$ cat src/waveform_pkg.sv
// shared constants for the complementary output waveform generator
package waveform_pkg;

    // ********************************
    // register map (byte addresses)
    // ********************************
    localparam logic [11:0] ctrl_addr = 12'h000;
    localparam logic [11:0] rise_src_addr = 12'h004;
    localparam logic [11:0] fall_src_addr = 12'h008;
    localparam logic [11:0] fall_mode_addr = 12'h00c;
    localparam logic [11:0] timing_addr = 12'h010;
    localparam logic [11:0] status_addr = 12'h014;

    // ********************************
    // fields and reset values
    // ********************************
    localparam int ctrl_en_bit = 0;
    localparam int ctrl_md_lsb = 1;
    localparam int ctrl_steer_lsb = 4;
    localparam int ctrl_shut_bit = 8;
    localparam logic [2:0] md_half_bridge = 3'h4;
    localparam logic [2:0] md_push_pull = 3'h5;
    localparam int src_count = 7;
    localparam int fall_mode_width = 7;
    localparam logic [31:0] ctrl_reset = 32'h0000_0000;
    localparam logic [6:0] src_reset = 7'h00;
    localparam logic [6:0] fall_mode_reset = 7'h00;
    localparam logic [31:0] timing_reset = 32'h0000_0000;
    localparam int time_width = 6;
    localparam int dead_lsb = 0;
    localparam int blank_r_lsb = 6;
    localparam int blank_f_lsb = 12;
    localparam int phase_r_lsb = 18;
    localparam int phase_f_lsb = 24;

    typedef enum logic [1:0] {st_idle, st_rise_wait, st_active, st_fall_wait} drive_state_t;

endpackage : waveform_pkg

$ cat src/complementary_output_generator.sv
// complementary output waveform generator with apb registers
// ********************************
// ********************************
`timescale 1ns/100ps
`default_nettype none
module complementary_output_generator (
    input wire logic clk_in,
    input wire logic sys_rst_in,
    input wire logic psel_in,
    input wire logic penable_in,
    input wire logic pwrite_in,
    input wire logic [11:0] paddr_in,
    input wire logic [31:0] pwdata_in,
    input wire logic [3:0] pstrb_in,
    output logic [31:0] prdata_out,
    output logic pready_out,
    output logic pslverr_out,
    input wire logic [6:0] src_in,
    input wire logic fault_in,
    output logic drive_out_a,
    output logic drive_out_b,
    output logic drive_out_c,
    output logic drive_out_d
);

    // ********************************
    // state
    // ********************************
    typedef struct packed {
        logic [31:0] ctrl;
        logic [6:0] rise_en;
        logic [6:0] fall_en;
        logic [6:0] fall_mode;
        logic [31:0] timing;
        logic [31:0] rdata;
        waveform_pkg::drive_state_t st;
        logic prim;
        logic pair;
        logic pri_out;
        logic cmp_out;
        logic [5:0] dead_cnt;
        logic [5:0] blank_cnt;
        logic blank_fall;
    } gen_state_t;
    gen_state_t s_r, s_nxt;

    logic [6:0] lvl, rise_e, fall_e;
    logic rise_ev, fall_edge_ev, fall_level_ev, phr_done, phf_done, phr_busy, phf_busy;
    logic enabled, half, push, apb_wr, apb_rd;
    logic [2:0] md;

    // ********************************
    // helpers
    // ********************************
    function automatic logic [5:0] tfield(input logic [31:0] t, input int lsb);
        tfield = t[lsb +: waveform_pkg::time_width];
    endfunction : tfield

    function automatic logic [31:0] merge(input logic [31:0] old, input logic [31:0] wd,
                                          input logic [3:0] strb);
        for (int i = 0; i < 4; i++) begin
            merge[8*i +: 8] = strb[i] ? wd[8*i +: 8] : old[8*i +: 8];
        end
    endfunction : merge

    // sources: 0 pin, 1 cmp1, 2 cmp2, 3 logic cell, 4 cc1, 5 cc2, 6 pwm_unit_3
    event_sync u_sync (
        .clk_in(clk_in),
        .sys_rst_in(sys_rst_in),
        .raw_in(src_in),
        .level_out(lvl),
        .rise_out(rise_e),
        .fall_out(fall_e)
    );

    assign md = s_r.ctrl[waveform_pkg::ctrl_md_lsb +: 3];
    assign half = (md == waveform_pkg::md_half_bridge);
    assign push = (md == waveform_pkg::md_push_pull);
    assign enabled = s_r.ctrl[waveform_pkg::ctrl_en_bit] & (half | push);

    // blanking masks rises while rising blank runs and falls while falling blank runs
    assign rise_ev = enabled & (|(rise_e & s_r.rise_en)) &
                     ~((s_r.blank_cnt != 6'h00) & ~s_r.blank_fall);
    assign fall_edge_ev = enabled & (|(fall_e & s_r.fall_en & s_r.fall_mode)) &
                          ~((s_r.blank_cnt != 6'h00) & s_r.blank_fall);
    assign fall_level_ev = enabled & (|(~lvl & s_r.fall_en & ~s_r.fall_mode)) &
                           ~((s_r.blank_cnt != 6'h00) & s_r.blank_fall);

    delay_timer u_phase_rise (
        .clk_in(clk_in),
        .sys_rst_in(sys_rst_in),
        .start_in(rise_ev & ~phr_busy),
        .cancel_in(fault_in | ~enabled),
        .count_in(tfield(s_r.timing, waveform_pkg::phase_r_lsb)),
        .busy_out(phr_busy),
        .done_out(phr_done)
    );

    delay_timer u_phase_fall (
        .clk_in(clk_in),
        .sys_rst_in(sys_rst_in),
        .start_in(fall_edge_ev & ~phf_busy),
        .cancel_in(fault_in | ~enabled | rise_ev),
        .count_in(tfield(s_r.timing, waveform_pkg::phase_f_lsb)),
        .busy_out(phf_busy),
        .done_out(phf_done)
    );

    assign apb_wr = psel_in & penable_in & pwrite_in;
    assign apb_rd = psel_in & ~penable_in & ~pwrite_in;

    // ********************************
    // next state
    // ********************************
    always_comb begin
        s_nxt = s_r;
        // register writes take effect at the access edge, zero wait states
        if (apb_wr) begin
            case (paddr_in)
                waveform_pkg::ctrl_addr: s_nxt.ctrl = merge(s_r.ctrl, pwdata_in, pstrb_in);
                waveform_pkg::rise_src_addr: if (pstrb_in[0]) s_nxt.rise_en = pwdata_in[6:0];
                waveform_pkg::fall_src_addr: if (pstrb_in[0]) s_nxt.fall_en = pwdata_in[6:0];
                waveform_pkg::fall_mode_addr: begin
                    if (pstrb_in[0]) s_nxt.fall_mode = pwdata_in[6:0];
                end
                waveform_pkg::timing_addr: s_nxt.timing = merge(s_r.timing, pwdata_in, pstrb_in);
                default: s_nxt.rdata = s_r.rdata;
            endcase
        end
        // read data captured in setup so it is a flop at the access edge
        if (apb_rd) begin
            case (paddr_in)
                waveform_pkg::ctrl_addr: s_nxt.rdata = s_r.ctrl;
                waveform_pkg::rise_src_addr: s_nxt.rdata = {25'h0000000, s_r.rise_en};
                waveform_pkg::fall_src_addr: s_nxt.rdata = {25'h0000000, s_r.fall_en};
                waveform_pkg::fall_mode_addr: s_nxt.rdata = {25'h0000000, s_r.fall_mode};
                waveform_pkg::timing_addr: s_nxt.rdata = s_r.timing;
                waveform_pkg::status_addr: begin
                    s_nxt.rdata = {26'h0000000, s_r.pair, s_r.cmp_out, s_r.pri_out,
                                   fault_in, s_r.st};
                end
                default: s_nxt.rdata = 32'h0000_0000;
            endcase
        end

        if (s_r.dead_cnt != 6'h00) s_nxt.dead_cnt = s_r.dead_cnt - 6'h01;
        if (s_r.blank_cnt != 6'h00) s_nxt.blank_cnt = s_r.blank_cnt - 6'h01;

        case (s_r.st)
            waveform_pkg::st_idle: begin
                if (rise_ev) s_nxt.st = waveform_pkg::st_rise_wait;
            end
            waveform_pkg::st_rise_wait: begin
                if (phr_done) begin
                    s_nxt.st = waveform_pkg::st_active;
                    s_nxt.prim = 1'b1;
                    s_nxt.pair = ~s_r.pair;
                    s_nxt.dead_cnt = tfield(s_r.timing, waveform_pkg::dead_lsb);
                    s_nxt.blank_cnt = tfield(s_r.timing, waveform_pkg::blank_f_lsb);
                    s_nxt.blank_fall = 1'b1;
                end
            end
            waveform_pkg::st_active: begin
                if (fall_level_ev | phf_done) begin
                    s_nxt.st = waveform_pkg::st_idle;
                    s_nxt.prim = 1'b0;
                    s_nxt.dead_cnt = tfield(s_r.timing, waveform_pkg::dead_lsb);
                    s_nxt.blank_cnt = tfield(s_r.timing, waveform_pkg::blank_r_lsb);
                    s_nxt.blank_fall = 1'b0;
                end else if (fall_edge_ev) begin
                    s_nxt.st = waveform_pkg::st_fall_wait;
                end
            end
            waveform_pkg::st_fall_wait: begin
                if (fall_level_ev | phf_done) begin
                    s_nxt.st = waveform_pkg::st_idle;
                    s_nxt.prim = 1'b0;
                    s_nxt.dead_cnt = tfield(s_r.timing, waveform_pkg::dead_lsb);
                    s_nxt.blank_cnt = tfield(s_r.timing, waveform_pkg::blank_r_lsb);
                    s_nxt.blank_fall = 1'b0;
                end
            end
            default: s_nxt.st = waveform_pkg::st_idle;
        endcase

        // fault or disable overrides everything, outputs go inactive at once
        if (fault_in | ~enabled) begin
            s_nxt.st = waveform_pkg::st_idle;
            s_nxt.prim = 1'b0;
            s_nxt.dead_cnt = 6'h00;
            s_nxt.blank_cnt = 6'h00;
        end

        // outputs: a side turns off at once, other side waits out the dead time
        if (half) begin
            s_nxt.pri_out = s_nxt.prim & (s_nxt.dead_cnt == 6'h00);
            s_nxt.cmp_out = ~s_nxt.prim & (s_nxt.dead_cnt == 6'h00) & enabled &
                            ~fault_in;
        end else begin
            s_nxt.pri_out = s_nxt.prim & s_nxt.pair & (s_nxt.dead_cnt == 6'h00);
            s_nxt.cmp_out = s_nxt.prim & ~s_nxt.pair & (s_nxt.dead_cnt == 6'h00);
        end
    end

    always_ff @(posedge clk_in) begin
        if (sys_rst_in) begin
            s_r <= '0;
        end else begin
            s_r <= s_nxt;
        end
    end

    // ********************************
    // outputs
    // ********************************
    assign pready_out = 1'b1;
    assign pslverr_out = 1'b0;
    assign prdata_out = s_r.rdata;
    // push-pull ignores steering so a mirrors c and b mirrors d
    assign drive_out_a = s_r.pri_out & (push | s_r.ctrl[waveform_pkg::ctrl_steer_lsb]);
    assign drive_out_c = s_r.pri_out & (push | s_r.ctrl[waveform_pkg::ctrl_steer_lsb + 2]);
    assign drive_out_b = s_r.cmp_out & (push | s_r.ctrl[waveform_pkg::ctrl_steer_lsb + 1]);
    assign drive_out_d = s_r.cmp_out & (push | s_r.ctrl[waveform_pkg::ctrl_steer_lsb + 3]);

    // ********************************
    // checks
    // ********************************
    a_no_overlap: assert property (@(posedge clk_in) disable iff (sys_rst_in)
        !(s_r.pri_out && s_r.cmp_out))
        else $error("primary and complement both active");
    a_fault_kills: assert property (@(posedge clk_in) disable iff (sys_rst_in)
        fault_in |=> !s_r.pri_out && !s_r.cmp_out)
        else $error("drive active after fault");
    a_pp_mirror: assert property (@(posedge clk_in) disable iff (sys_rst_in)
        push |-> (drive_out_a == drive_out_c) && (drive_out_b == drive_out_d))
        else $error("push-pull pairs differ");
    a_pair_flip: assert property (@(posedge clk_in) disable iff (sys_rst_in)
        (s_r.st == waveform_pkg::st_rise_wait && phr_done && enabled && !fault_in)
        |=> s_r.pair != $past(s_r.pair))
        else $error("pair did not alternate");
    a_mode_bit7: assert property (@(posedge clk_in) disable iff (sys_rst_in)
        apb_rd && paddr_in == waveform_pkg::fall_mode_addr |=> prdata_out[31:7] == 25'h0)
        else $error("mode register upper bits not zero");
    a_level_fall: assert property (@(posedge clk_in) disable iff (sys_rst_in)
        s_r.st == waveform_pkg::st_active && fall_level_ev |=> s_r.st == waveform_pkg::st_idle)
        else $error("level falling event not immediate");
    a_disabled_src: assert property (@(posedge clk_in) disable iff (sys_rst_in)
        (s_r.fall_en == 7'h00) |-> !fall_edge_ev && !fall_level_ev)
        else $error("disabled source caused falling event");
    a_phase_wait: assert property (@(posedge clk_in) disable iff (sys_rst_in)
        s_r.st == waveform_pkg::st_idle && rise_ev |=> !s_r.prim)
        else $error("drive started before phase delay");
    a_mode_sel: assert property (@(posedge clk_in) disable iff (sys_rst_in)
        !(half || push) |=> s_r.st == waveform_pkg::st_idle)
        else $error("running in unsupported mode");
    c_half_cycle: cover property (@(posedge clk_in) half && s_r.pri_out ##[1:200] s_r.cmp_out);
    c_push_cycle: cover property (@(posedge clk_in) push && drive_out_a ##[1:200] drive_out_b);
    c_fault: cover property (@(posedge clk_in) s_r.pri_out && fault_in);
endmodule : complementary_output_generator
`default_nettype wire

$ cat src/event_sync.sv
// two-stage synchroniser with rise and fall edge detection per event source
`timescale 1ns/100ps
`default_nettype none
module event_sync (
    input wire logic clk_in,
    input wire logic sys_rst_in,
    input wire logic [6:0] raw_in,
    output logic [6:0] level_out,
    output logic [6:0] rise_out,
    output logic [6:0] fall_out
);
    typedef struct packed {
        logic [6:0] meta;
        logic [6:0] sync;
        logic [6:0] prev;
    } sync_state_t;
    sync_state_t s_r, s_nxt;

    always_comb begin
        s_nxt = s_r;
        s_nxt.meta = raw_in;
        s_nxt.sync = s_r.meta;
        s_nxt.prev = s_r.sync;
    end

    always_ff @(posedge clk_in) begin
        if (sys_rst_in) begin
            s_r <= '0;
        end else begin
            s_r <= s_nxt;
        end
    end

    // meta feeds only the second stage, edges come from later stages
    assign level_out = s_r.sync;
    assign rise_out = s_r.sync & ~s_r.prev;
    assign fall_out = ~s_r.sync & s_r.prev;

    a_edge_once: assert property (@(posedge clk_in) disable iff (sys_rst_in)
        (rise_out != 7'h00) |=> ((rise_out & $past(rise_out)) == 7'h00))
        else $error("edge reported twice");
endmodule : event_sync
`default_nettype wire

$ cat src/delay_timer.sv
// loadable down counter signalling its expiry with a one-cycle pulse
`timescale 1ns/100ps
`default_nettype none
module delay_timer (
    input wire logic clk_in,
    input wire logic sys_rst_in,
    input wire logic start_in,
    input wire logic cancel_in,
    input wire logic [5:0] count_in,
    output logic busy_out,
    output logic done_out
);
    typedef struct packed {
        logic busy;
        logic done;
        logic [5:0] cnt;
    } tmr_state_t;
    tmr_state_t s_r, s_nxt;

    always_comb begin
        s_nxt = s_r;
        s_nxt.done = 1'b0;
        if (cancel_in) begin
            s_nxt.busy = 1'b0;
        end else if (start_in) begin
            if (count_in == 6'h00) begin
                s_nxt.done = 1'b1;
                s_nxt.busy = 1'b0;
            end else begin
                s_nxt.busy = 1'b1;
                s_nxt.cnt = count_in;
            end
        end else if (s_r.busy) begin
            if (s_r.cnt == 6'h01) begin
                s_nxt.busy = 1'b0;
                s_nxt.done = 1'b1;
            end
            s_nxt.cnt = s_r.cnt - 6'h01;
        end
    end

    always_ff @(posedge clk_in) begin
        if (sys_rst_in) begin
            s_r <= '0;
        end else begin
            s_r <= s_nxt;
        end
    end

    assign busy_out = s_r.busy;
    assign done_out = s_r.done;
endmodule : delay_timer
`default_nettype wire

$ cat config.mk
export PLATFORM = sky130hd
export DESIGN_NAME = complementary_output_generator
export DESIGN_NICKNAME = d
export VERILOG_FILES = /design/src/waveform_pkg.sv /design/src/complementary_output_generator.sv /design/src/event_sync.sv /design/src/delay_timer.sv
export SDC_FILE = /design/constraint.sdc
export NUM_CORES = 1
export LEC_CHECK = 0
export BUFFER_PORTS_ARGS = -buffer_cell sky130_fd_sc_hd__buf_2
export CAP_MARGIN = 15
export CELL_PAD_IN_SITES_DETAIL_PLACEMENT = 1
export CELL_PAD_IN_SITES_GLOBAL_PLACEMENT = 2
export CORE_UTILIZATION = 37
export CTS_CLUSTER_DIAMETER = 150
export CTS_CLUSTER_SIZE = 16
export DETAILED_ROUTE_END_ITERATION = 12
export GPL_ROUTABILITY_DRIVEN = 0
export PLACE_DENSITY_LB_ADDON = 0.05
export SYNTH_ARGS = -nofsm -noshare
export SYNTH_HDL_FRONTEND = slang
export SYNTH_SLANG_ARGS = --single-unit
$ cat constraint.sdc
create_clock -name clk_in -period 6.5 [get_ports clk_in]
set_input_delay 1.3 -clock clk_in [delete_from_list [all_inputs] [get_ports clk_in]]
set_output_delay 1.3 -clock clk_in [all_outputs]
set_load 0.02 [all_outputs]
; Word-level counts from Yosys, hierarchy flattened
; Index checks and enable logic that the tools add are counted.
[word_totals]
reg_bits = 173
inputBits = 61
out_inout_bits = 38
wordCells = 173
[classes]
n_addsub = 4
eq_ne = 19
mux = 31
n_bitwise = 59
reduce_logical = 31
[ops]
columns = cell, count
row1 = $pmux W32 S6, 1
row2 = $and A7 B7 Y7, 7
row3 = $reduce_and A3 Y1, 14
row4 = $mux W32, 1
row5 = $mux W8, 4
row6 = $and A1 B1 Y1, 27
row7 = $mux W13, 2
row8 = $pmux W13 S2, 1
row9 = $eq A12 B4 Y1 const B, 2
row10 = $eq A12 B5 Y1 const B, 2
row11 = $mux W6, 4
row12 = $sub A6 B1 Y6 const B, 4
row13 = $not A7 Y7, 3
row14 = $reduce_or A7 Y1, 3
row15 = $logic_not A6 Y1, 3
row16 = $not A1 Y1, 14
row17 = $eq A12 B3 Y1 const B, 1
row18 = $eq A6 B1 Y1 const B, 2
row19 = $logic_not A12 Y1, 1
row20 = $mux W12, 1
row21 = $mux W2, 6
row22 = $reduce_bool A6 Y1, 2
row23 = $ne A2 B2 Y1 const B, 4
row24 = $or A1 B1 Y1, 8
row25 = other kinds (14), 27

; Longest topological paths before layout
; Gate-level depths: netlist (run 1).
[depth]
depth_word = 15
depth_mapped = 10

; Modules after synthesis
; Synthesis (run 1) repeated with hierarchy kept, for this count alone.
[hier_totals]
cells_unflattened = 860
hier_area_um2 = 8122.8
[modules_own_cells]
columns = mod, n_inst, cells_each, area_each_um2
row1 = complementary_output_generator, 1, 679, 6342.3
row2 = delay_timer, 2, 58, 508.0
row3 = event_sync, 1, 65, 764.5

; Worst setup path after synthesis (run 1)
; OpenSTA, ideal clock, no wires.
[synth_timing]
path_kind = input -> register
from = input port paddr_in[7]
to = register s_r[83] in the netlist's numbering
setup_time_ns = 0.128
t_arrival_ns = 2.909
slack_ns = 3.463
path_stages = 8
n_path_buf = 2
cell_sequence = nor4_2 > nand3_2 > or3b_1 > buf_2 > or3_1 > buf_4 > mux2i_1 > nor2_1
[synth_via]
elab_chain_cells = 2
[synth_lines]
columns = item, line
row1 = "start, declared", complementary_output_generator.sv:12  ; input wire logic [11:0] paddr_in,
row2 = $eq A12 B4 Y1, complementary_output_generator.sv:119  ; case (paddr_in)
row3 = $reduce_and A3 Y1 (no source line), -
row4 = "end signal, assigned", complementary_output_generator.sv:209  ; s_r <= s_nxt;
row5 = "end, declared", complementary_output_generator.sv:45  ; gen_state_t s_r, s_nxt;
; Every way passes these cells.
; A chain may end at the register's enable or synchronous reset.

; Worst setup path in the final report (run 1)
[layout_timing]
from = input port paddr_in[7]
to = register s_r[117] in the netlist's numbering
[layout_via]
elab_chain_cells = 2
[layout_lines]
columns = item, line
row1 = $logic_not A12 Y1, complementary_output_generator.sv:119
row2 = $reduce_and A3 Y1 (no source line), -
; Every way passes these cells.

==> results of run 1 <==
[per-stage QoR]
stage	total power, mW	worst slack [ns]	hold WS [ns]
after global placement	1.17	2.81	0.420
after floorplan	1.13	3.46	0.414
after CTS	2.16	2.88	0.444
after global routing	2.22	3.12	0.455
after detailed placement	1.17	2.49	0.427
final	2.14	3.31	0.440
[cell type report]
type / instances / share of cell area
clock buffers: 18 / 0.0486
clock inverters: 14 / 0.0153
inverters: 18 / 0.00765
multi-input cells: 661 / 0.435
flip-flops and latches: 173 / 0.392
well taps: 270 / 0.0383
repair buffers: 103 / 0.0629
[synth_stat cells (8+ instances only)]
master / count / area share
nor3_1: 26 / 0.017
nor3b_1: 14 / 0.013
clkbuf_1: 44 / 0.021
nand3_1: 31 / 0.020
o21ai_0: 49 / 0.031
inv_1: 18 / 0.0086
dfxtp_1: 173 / 0.44
a21oi_1: 81 / 0.052
nor2_1: 66 / 0.032
a22oi_1: 30 / 0.029
buf_4: 35 / 0.034
a222oi_1: 8 / 0.010
mux2i_1: 40 / 0.051
nand3b_1: 10 / 0.0096
nor2b_1: 23 / 0.018
nand2_1: 158 / 0.076
o21a_1: 8 / 0.0077
[layer usage]
layer | track usage | routed length, um | vias to the layer above
met3 | 0.0323 | 595 | 22
met2 | 0.398 | 11900 | 109
met5 | 0 | 0 | -
met1 | 0.294 | 11200 | 3416
li1 | - | - | 3338
met4 | 0.0639 | 297 | 0
[logic make-up (layout without fill, tap and decap cells)]
family                     count (synthesis)  count (layout)  synth area share
AOI/OAI and AO/OA                        215             215             0.169
xor gates and xnor gates                   8               8           0.00896
adders and majority gates                  7               7            0.0112
buffers and inverters                    104             153            0.0677
DFF                                      173             173             0.443
muxes                                     43              43            0.0570
other                                      2               2          0.000961
and+or+nand+nor                          386             386             0.242
[power breakdown]
part	switching, mW	internal (mW)	total, mW	leakage [nW]
sequential	0.00401	1.07	1.07	1.40
clock	0.456	0.535	0.992	0.270
combinational	0.0496	0.0254	0.0751	1.70
total	0.510	1.63	2.14	3.36
[cell usage in the layout, fill, tap and decap left out, drive strengths merged, types with 7 or more instances in the layout]
cell type / count
a22oi: 30
nand2: 158
o21a: 8
nor3: 28
nand3b: 10
nor3b: 14
a211oi: 7
a21oi: 81
ha: 7
a222oi: 8
nand4b: 7
dfxtp: 173
nor2b: 23
clkbuf: 19
nor2: 66
inv: 23
mux2i: 40
nor4: 9
o21ai: 51
nand3: 32
a31oi: 7
and3: 7
buf: 102
[registers in the layout, summed over array words and instances, names as in the netlist]
name,cells
s_r,101
prdata_out,32
u_sync.level_out,7
u_sync.s_nxt,7
u_sync.s_r,7
u_phase_fall.s_r,6
u_phase_rise.s_r,6
md,3
u_phase_fall.busy_out,1
u_phase_fall.done_out,1
u_phase_rise.busy_out,1
u_phase_rise.done_out,1
[worst max-delay path: cells and delay by family]
kind          cells  cell delay [ns]
mux               1             0.33
buf+inv           2             0.48
simple gates      5             1.35
[path summary, 6_finish.rpt]
kind	startpoint	to	slack (ns)	depth (start not counted)
hold reg to reg	u_sync.s_nxt[9]$_SDFF_PP0_	u_sync.level_out[2]$_SDFF_PP0_	0.44	1
setup reg to reg	s_r[93]$_SDFFE_PP0P_	s_r[7]$_SDFF_PP0_	3.51	6
hold / removal	u_sync.s_nxt[9]$_SDFF_PP0_	u_sync.level_out[2]$_SDFF_PP0_	0.44	1
setup / recovery	paddr_in[7]	s_r[117]$_SDFFE_PP0P_	3.31	8
==> impl_metrics.json, run 1 <==
{
  "post-cts-setup-buffers": 0,
  "cp-start-kind": "input pin",
  "max_freq_mhz": 313,
  "path_class": "input pin to register",
  "ctsHtreeMaxLevel": 4,
  "critical_path.max_fanout": 26,
  "fin_nets": 1042,
  "clk_pin_slew_ns": 0.07,
  "post_drt_wl_per_cell_um": 19.1,
  "instances_no_fill": 1257,
  "setup-tns-final_ns": 0,
  "synth-seq-cells": 173,
  "grt-ovfl-total": 0,
  "maxSlewHeadroom": 0.201,
  "p_leak_nw": 3.36,
  "cpPeakStageDelay_ns": 0.50,
  "antenna_found_initial": 0,
  "ir_drop_uv": 167,
  "final_max_slew_viol_count": 0,
  "cts_tree": "built",
  "post-route-min-period_ns": 3.19,
  "holdCritPathClass": "register to register",
  "seq_area_um2": 3460,
  "portBuffers": 96,
  "design_area_um2": 8830,
  "grt_max_degree": 69,
  "postCtsResizedCells": 0,
  "num_antenna_cells": 0,
  "synth-seq-area-share": 0.443,
  "rows": 52,
  "clk_latency_ns": 0.43,
  "n_fill_cell": 2475,
  "design.core.area_um2": 20500,
  "syn_to_final_growth_pct": 13.0,
  "drt_iter0_drc": 337,
  "synth_cell_types": 61,
  "worst_pin_slew_ns": 1.19,
  "synth_cells": 938,
  "critPathSlowestCell": "nand3_1",
  "cp.arrival_ns": 3.48,
  "grt_use_total": 0.229,
  "die_h_um": 147,
  "post_synth.cell_area_avg_um2": 8.33,
  "fp.dieW_um": 147,
  "power.density_nw_per_um2": 242,
  "grt_pass1_wl_mm": 38.9,
  "synth-warning-count": 0,
  "fin_skew_ns": 0.0125,
  "rsz0062_at_grt": "no",
  "multiInputGateArea_um2": 3840,
  "dp_cells": 1223,
  "grt_pass1_vias": 7329,
  "cp.required_ns": 6.79,
  "vias": 6885,
  "outcome": "finished, final reports clean",
  "cts_buffers": 17,
  "holdBufCountCts": 0,
  "viasPerCell": 5.48,
  "fin_util": 0.431,
  "critPathCaptureType": "register",
  "drt-pass1-iter-count": 6,
  "root_buffer": "clkbuf_16",
  "cap_violations": 0,
  "synth_ff_type": "dfxtp_1",
  "synth-edff-count": 0,
  "wirelength_mm": 24.0,
  "hpwl_mm": 17.5,
  "io_pins": 99,
  "initial_core_util": 0.381,
  "placed_area_um2": 8230,
  "ant_nets": 0,
  "drive_gt1_frac": 0.154,
  "setup_viol": 0,
  "async_flop_share": 0,
  "syn_area_um2": 7820,
  "clockBufferDepth": 2,
  "crit_path_cell_trace": "buf_2 > nor4_2 > nand3_2 > nor4_4 > buf_4 > nand3_1 > mux2i_1 > nor2_1",
  "dieArea_um2": 21700,
  "route.detailed.drc": 0,
  "synth_fp_nets": 1006,
  "period_share": 0.491,
  "cts_sinks": 173,
  "hold_violations": 0
}
No activity file was read; power rests on OpenSTA's default activity.
==> run 2: changes to the inputs <==
CORE_UTILIZATION = 31   (was 37)
clock period = 2.87 ns   (was 6.5 ns; I/O delays follow)
==> impl_metrics.json, run 2 (synthesis results as in run 1) <==
{
  "final_max_slew_viol_count": 0,
  "wirelength_mm": 24.7,
  "critical_path.max_fanout": 4,
  "clk_latency_ns": 0.44,
  "p_leak_nw": 3.46,
  "p_total_mw": 4.96,
  "regMostFlops": "s_r",
  "worst_pin_slew_ns": 0.743,
  "cts_tree": "built",
  "crit_path_cell_trace": "inv_1 > nor3b_1 > o21a_1 > buf_2",
  "highest-signal-layer": "met4",
  "clk_pin_slew_ns": 0.08,
  "postCtsResizedCells": 0,
  "cts_buffers": 17,
  "viasPerCell": 5.21,
  "fin_hold_ws_ns": 0.341,
  "grt_pass1_vias": 7103,
  "portBuffers": 96,
  "hold_violations": 0,
  "r2r_setup_slack_ns": 0.46,
  "power.density_nw_per_um2": 548,
  "period_share": 0.861,
  "root_buffer": "clkbuf_16",
  "wl_met2_mm": 12.4,
  "ant_nets": 0,
  "cp-startpoint": "md[2]$_SDFFE_PP0P_",
  "cp.arrival_ns": 1.90,
  "routed-wl-met3_um": 661,
  "multiInputGateArea_um2": 3840,
  "wl_met1_mm": 11.4,
  "design.core.area_um2": 24500,
  "grt_pass1_wl_mm": 39.3,
  "initial_core_util": 0.319,
  "seq_area_um2": 3460,
  "cp-start-kind": "register",
  "max_freq_mhz": 405,
  "cap_violations": 0,
  "largest_reg_flops": 101,
  "min_to": "u_sync.s_nxt[7]$_SDFF_PP0_",
  "critPathSlowestCell": "nor3b_1",
  "post_drt_wl_per_cell_um": 18.6,
  "fin_nets": 1058,
  "path_delay_family": "simple AND/OR/NAND/NOR gates",
  "antenna_found_initial": 0,
  "fin_skew_ns": 0.0143,
  "holdCritPathClass": "input pin to register",
  "setup_viol": 0,
  "worst_r2r_path_depth": 7,
  "path_class": "register to primary output",
  "post-cts-setup-buffers": 0,
  "grt-ovfl-total": 0,
  "crit_buf_inv": 2,
  "hold_start": "src_in[0]",
  "r2r_start": "s_r[96]$_SDFFE_PP0P_",
  "cp.required_ns": 2.30,
  "worst_slack_ns": 0.400,
  "setup-tns-final_ns": 0,
  "ctsHtreeMaxLevel": 4,
  "outcome": "finished, final reports clean",
  "route.detailed.drc": 0,
  "n_fill_cell": 2942,
  "ir_drop_uv": 361,
  "rsz0062_at_grt": "no",
  "io_pins": 99,
  "cts_sinks": 173,
  "pre_cts_ws_ns": 0.176,
  "syn_to_final_growth_pct": 15.7,
  "post-route-min-period_ns": 2.47,
  "clockBufferDepth": 2,
  "r2r-end": "s_r[8]$_SDFF_PP0_",
  "maxSlewHeadroom": 0.503,
  "hpwl_mm": 18.2,
  "num_antenna_cells": 0,
  "fp.dieW_um": 161,
  "holdPathStages": 2,
  "cpPeakStageDelay_ns": 0.62,
  "die_h_um": 161,
  "critPathCaptureType": "primary output",
  "drt_iter0_drc": 451,
  "vias": 6912,
  "holdBufCountCts": 0,
  "grt_use_total": 0.195,
  "dieArea_um2": 25900,
  "rows": 57,
  "grt_max_degree": 55,
  "drive_gt1_frac": 0.168,
  "drt-pass1-iter-count": 5,
  "most-common-layout-cells": "dfxtp_1, nand2_1, buf_2",
  "final_common_cell": "dfxtp_1"
}
[run 2: cell type report]
type                            count  area share
Sequential cell                   173       0.383
Clock buffer                       17      0.0470
Timing Repair Buffer              119      0.0738
Multi-Input combinational cell    661       0.425
Clock inverter                     15      0.0194
Inverter                           18     0.00747
Tap cell                          324      0.0448
[run 2: per-stage QoR]
| step | util | cells | cell area (um^2) |
|---|---|---|---|
| 2_1_floorplan | - | 938 | 7820 |
| 3_3_place_gp | 0.344 | 1295 | 8450 |
| 3_5_place_dp | 0.344 | 1295 | 8450 |
| 4_1_cts | 0.369 | 1327 | 9050 |
| 5_1_grt | 0.369 | 1327 | 9050 |
| 6_report | 0.369 | 1327 | 9050 |
[run 2: routing by layer]
layer  track usage  vias to the layer above
li1              -                     3373
met5             0                        -
met1         0.246                     3414
met2         0.344                      108
met3        0.0328                       17
met4        0.0497                        0
[run 2: worst max path at each step]
stage                                             endpoint  slack [ns]  cells past startpoint
after floorplan                       s_r[83]$_SDFFE_PP0P_        0.56                      8
after global placement               s_r[116]$_SDFFE_PP0P_        0.30                      9
after detailed placement             s_r[114]$_SDFFE_PP0P_        0.18                      9
after CTS                                      drive_out_d        0.39                      4
after global routing      u_phase_rise.s_r[1]$_SDFFE_PP0P_        0.25                      8
final                                          drive_out_d        0.40                      4
[run 2: report_power, final]
part / leakage, nW / internal (mW) / total (mW) / switching, mW
Clock: 0.291 / 1.24 / 2.37 / 1.12
Sequential: 1.40 / 2.41 / 2.42 / 0.00805
Combinational: 1.77 / 0.0570 / 0.171 / 0.114
[run 2: worst register-to-register path, stage by stage (launching register included)]
cell and delay, ns:
dfxtp_1 0.38, nor3b_1 0.16, nor4_1 0.55, a211oi_1 0.16, buf_4 0.18, a211o_1 0.44, and3_1 0.24, o21a_1 0.18
==> run 3: changes to the inputs <==
CORE_ASPECT_RATIO = 2   (was not set)
==> impl_metrics.json, run 3 (synthesis results as in run 1) <==
{
  "outcome": "finished, final reports clean",
  "largest_reg_flops": 101,
  "grt-ovfl-total": 0,
  "grt_pass1_vias": 7237,
  "placed_area_um2": 8560,
  "num_antenna_cells": 0,
  "r2r_start": "s_r[93]$_SDFFE_PP0P_",
  "worst_pin_slew_ns": 0.764,
  "most-common-layout-cells": "dfxtp_1, nand2_1, buf_2",
  "portBuffers": 96,
  "cts_tree": "built",
  "power.density_nw_per_um2": 578,
  "cp-start-kind": "register",
  "setup_viol": 0,
  "design_area_um2": 9240,
  "pre_cts_ws_ns": 0.365,
  "regMostFlops": "s_r",
  "post-cts-setup-buffers": 0,
  "grt_max_degree": 56,
  "cap_violations": 0,
  "cts_buffers": 17,
  "initial_core_util": 0.317,
  "cp.required_ns": 3.27,
  "holdBufCountCts": 0,
  "n_fill_cell": 2966,
  "hold_start": "src_in[1]",
  "root_buffer": "clkbuf_16",
  "r2r_setup_slack_ns": 0.41,
  "final_common_cell": "dfxtp_1",
  "design.core.area_um2": 24600,
  "post_drt_wl_per_cell_um": 19.7,
  "worst_r2r_path_depth": 8,
  "path_class": "register to register",
  "holdCritPathClass": "input pin to register",
  "maxSlewHeadroom": 0.490,
  "final_max_slew_viol_count": 0,
  "multiInputGateArea_um2": 3850,
  "grt_use_total": 0.216,
  "grt_pass1_wl_mm": 41.2,
  "drive_gt1_frac": 0.179,
  "fin_nets": 1069,
  "fin_util": 0.375,
  "post-route-min-period_ns": 2.46,
  "setup-tns-final_ns": 0,
  "antenna_found_initial": 0,
  "vias": 6881,
  "worst_slack_ns": 0.406,
  "hold_violations": 0,
  "cts_sinks": 173,
  "ant_nets": 0,
  "ir_drop_uv": 362,
  "rows": 81,
  "route.detailed.drc": 0,
  "io_pins": 99,
  "r2r-end": "s_r[8]$_SDFF_PP0_",
  "cp.arrival_ns": 2.87,
  "critical_path.max_fanout": 5,
  "ctsHtreeMaxLevel": 4,
  "die_h_um": 227,
  "clockBufferDepth": 2,
  "seq_area_um2": 3460,
  "viasPerCell": 5.11,
  "drt-pass1-iter-count": 6,
  "fp.dieW_um": 114,
  "wirelength_mm": 26.5,
  "fin_skew_ns": 0.00592,
  "hpwl_mm": 20.1,
  "clk_pin_slew_ns": 0.07,
  "p_leak_nw": 3.54,
  "rsz0062_at_grt": "no",
  "holdPathStages": 2,
  "syn_to_final_growth_pct": 18.2,
  "dieArea_um2": 25900,
  "period_share": 0.859,
  "max_freq_mhz": 406,
  "critPathCaptureType": "register",
  "postCtsResizedCells": 0,
  "clk_latency_ns": 0.46,
  "drt_iter0_drc": 257,
  "p_total_mw": 5.34,
  "min_to": "u_sync.s_nxt[8]$_SDFF_PP0_"
}
## run 3: changes by cell type in the layout (fill, tap and decap cells not counted)
cell / previous run / this run
bufinv_16: 1 / 6
buf_12: 1 / 2
clkinvlp_4: 1 / 3
nor4_2: 3 / 4
buf_4: 23 / 33
clkinv_2: 1 / 0
nor4_1: 5 / 4
clkinv_8: 3 / 0
inv_8: 2 / 1
clkinv_4: 2 / 0
## run 3: area by class of cell
| class | instances | share of cell area |
|---|---|---|
| multi-input cells | 661 | 0.416 |
| repair buffers | 130 | 0.0826 |
| clock buffers | 17 | 0.0460 |
| clock inverters | 15 | 0.0279 |
| inverters | 18 | 0.00731 |
| flip-flops and latches | 173 | 0.375 |
| well taps | 332 | 0.0449 |
## run 3: per-stage QoR
step	hold WS [ns]	cells
after floorplan	0.414	938
after global placement	0.418	1314
after detailed placement	0.426	1314
after CTS	0.301	1346
after global routing	0.323	1346
final	0.323	1346
## run 3: worst max-delay path by stage
stage,start,to,slack [ns],depth (start not counted)
final,s_r[93]$_SDFFE_PP0P_,s_r[8]$_SDFF_PP0_,0.41,8
after global routing,s_r[1]$_SDFF_PP0_,u_phase_rise.s_r[0]$_SDFFE_PP0P_,0.22,8
after CTS,s_r[93]$_SDFFE_PP0P_,s_r[8]$_SDFF_PP0_,0.39,8
after detailed placement,paddr_in[7],prdata_out[3]$_SDFFE_PP0P_,0.37,9
after global placement,paddr_in[7],prdata_out[0]$_SDFFE_PP0P_,0.34,9
after floorplan,paddr_in[7],s_r[83]$_SDFFE_PP0P_,0.56,8
## run 3: worst max-delay path, stage by stage, from the launching register on
cell and delay (ns):
dfxtp_1 0.34, nor3b_1 0.17, nor4_1 0.59, a211oi_1 0.18, buf_4 0.19, a211o_1 0.35, buf_4 0.17, a211oi_1 0.27
o21a_1 0.15
## run 3: report_power, final
group,total [mW],switching [mW],internal (mW)
sequential,2.42,0.00982,2.41
clock,2.74,1.09,1.65
combinational,0.177,0.117,0.0595
## run 3: per-layer routing
layer	share of wire	track usage	vias to the layer above
met4	0.050	0.137	0
met2	0.56	0.419	131
li1	-	-	3389
met3	0.020	0.0251	44
met5	0	0	-
met1	0.37	0.212	3317
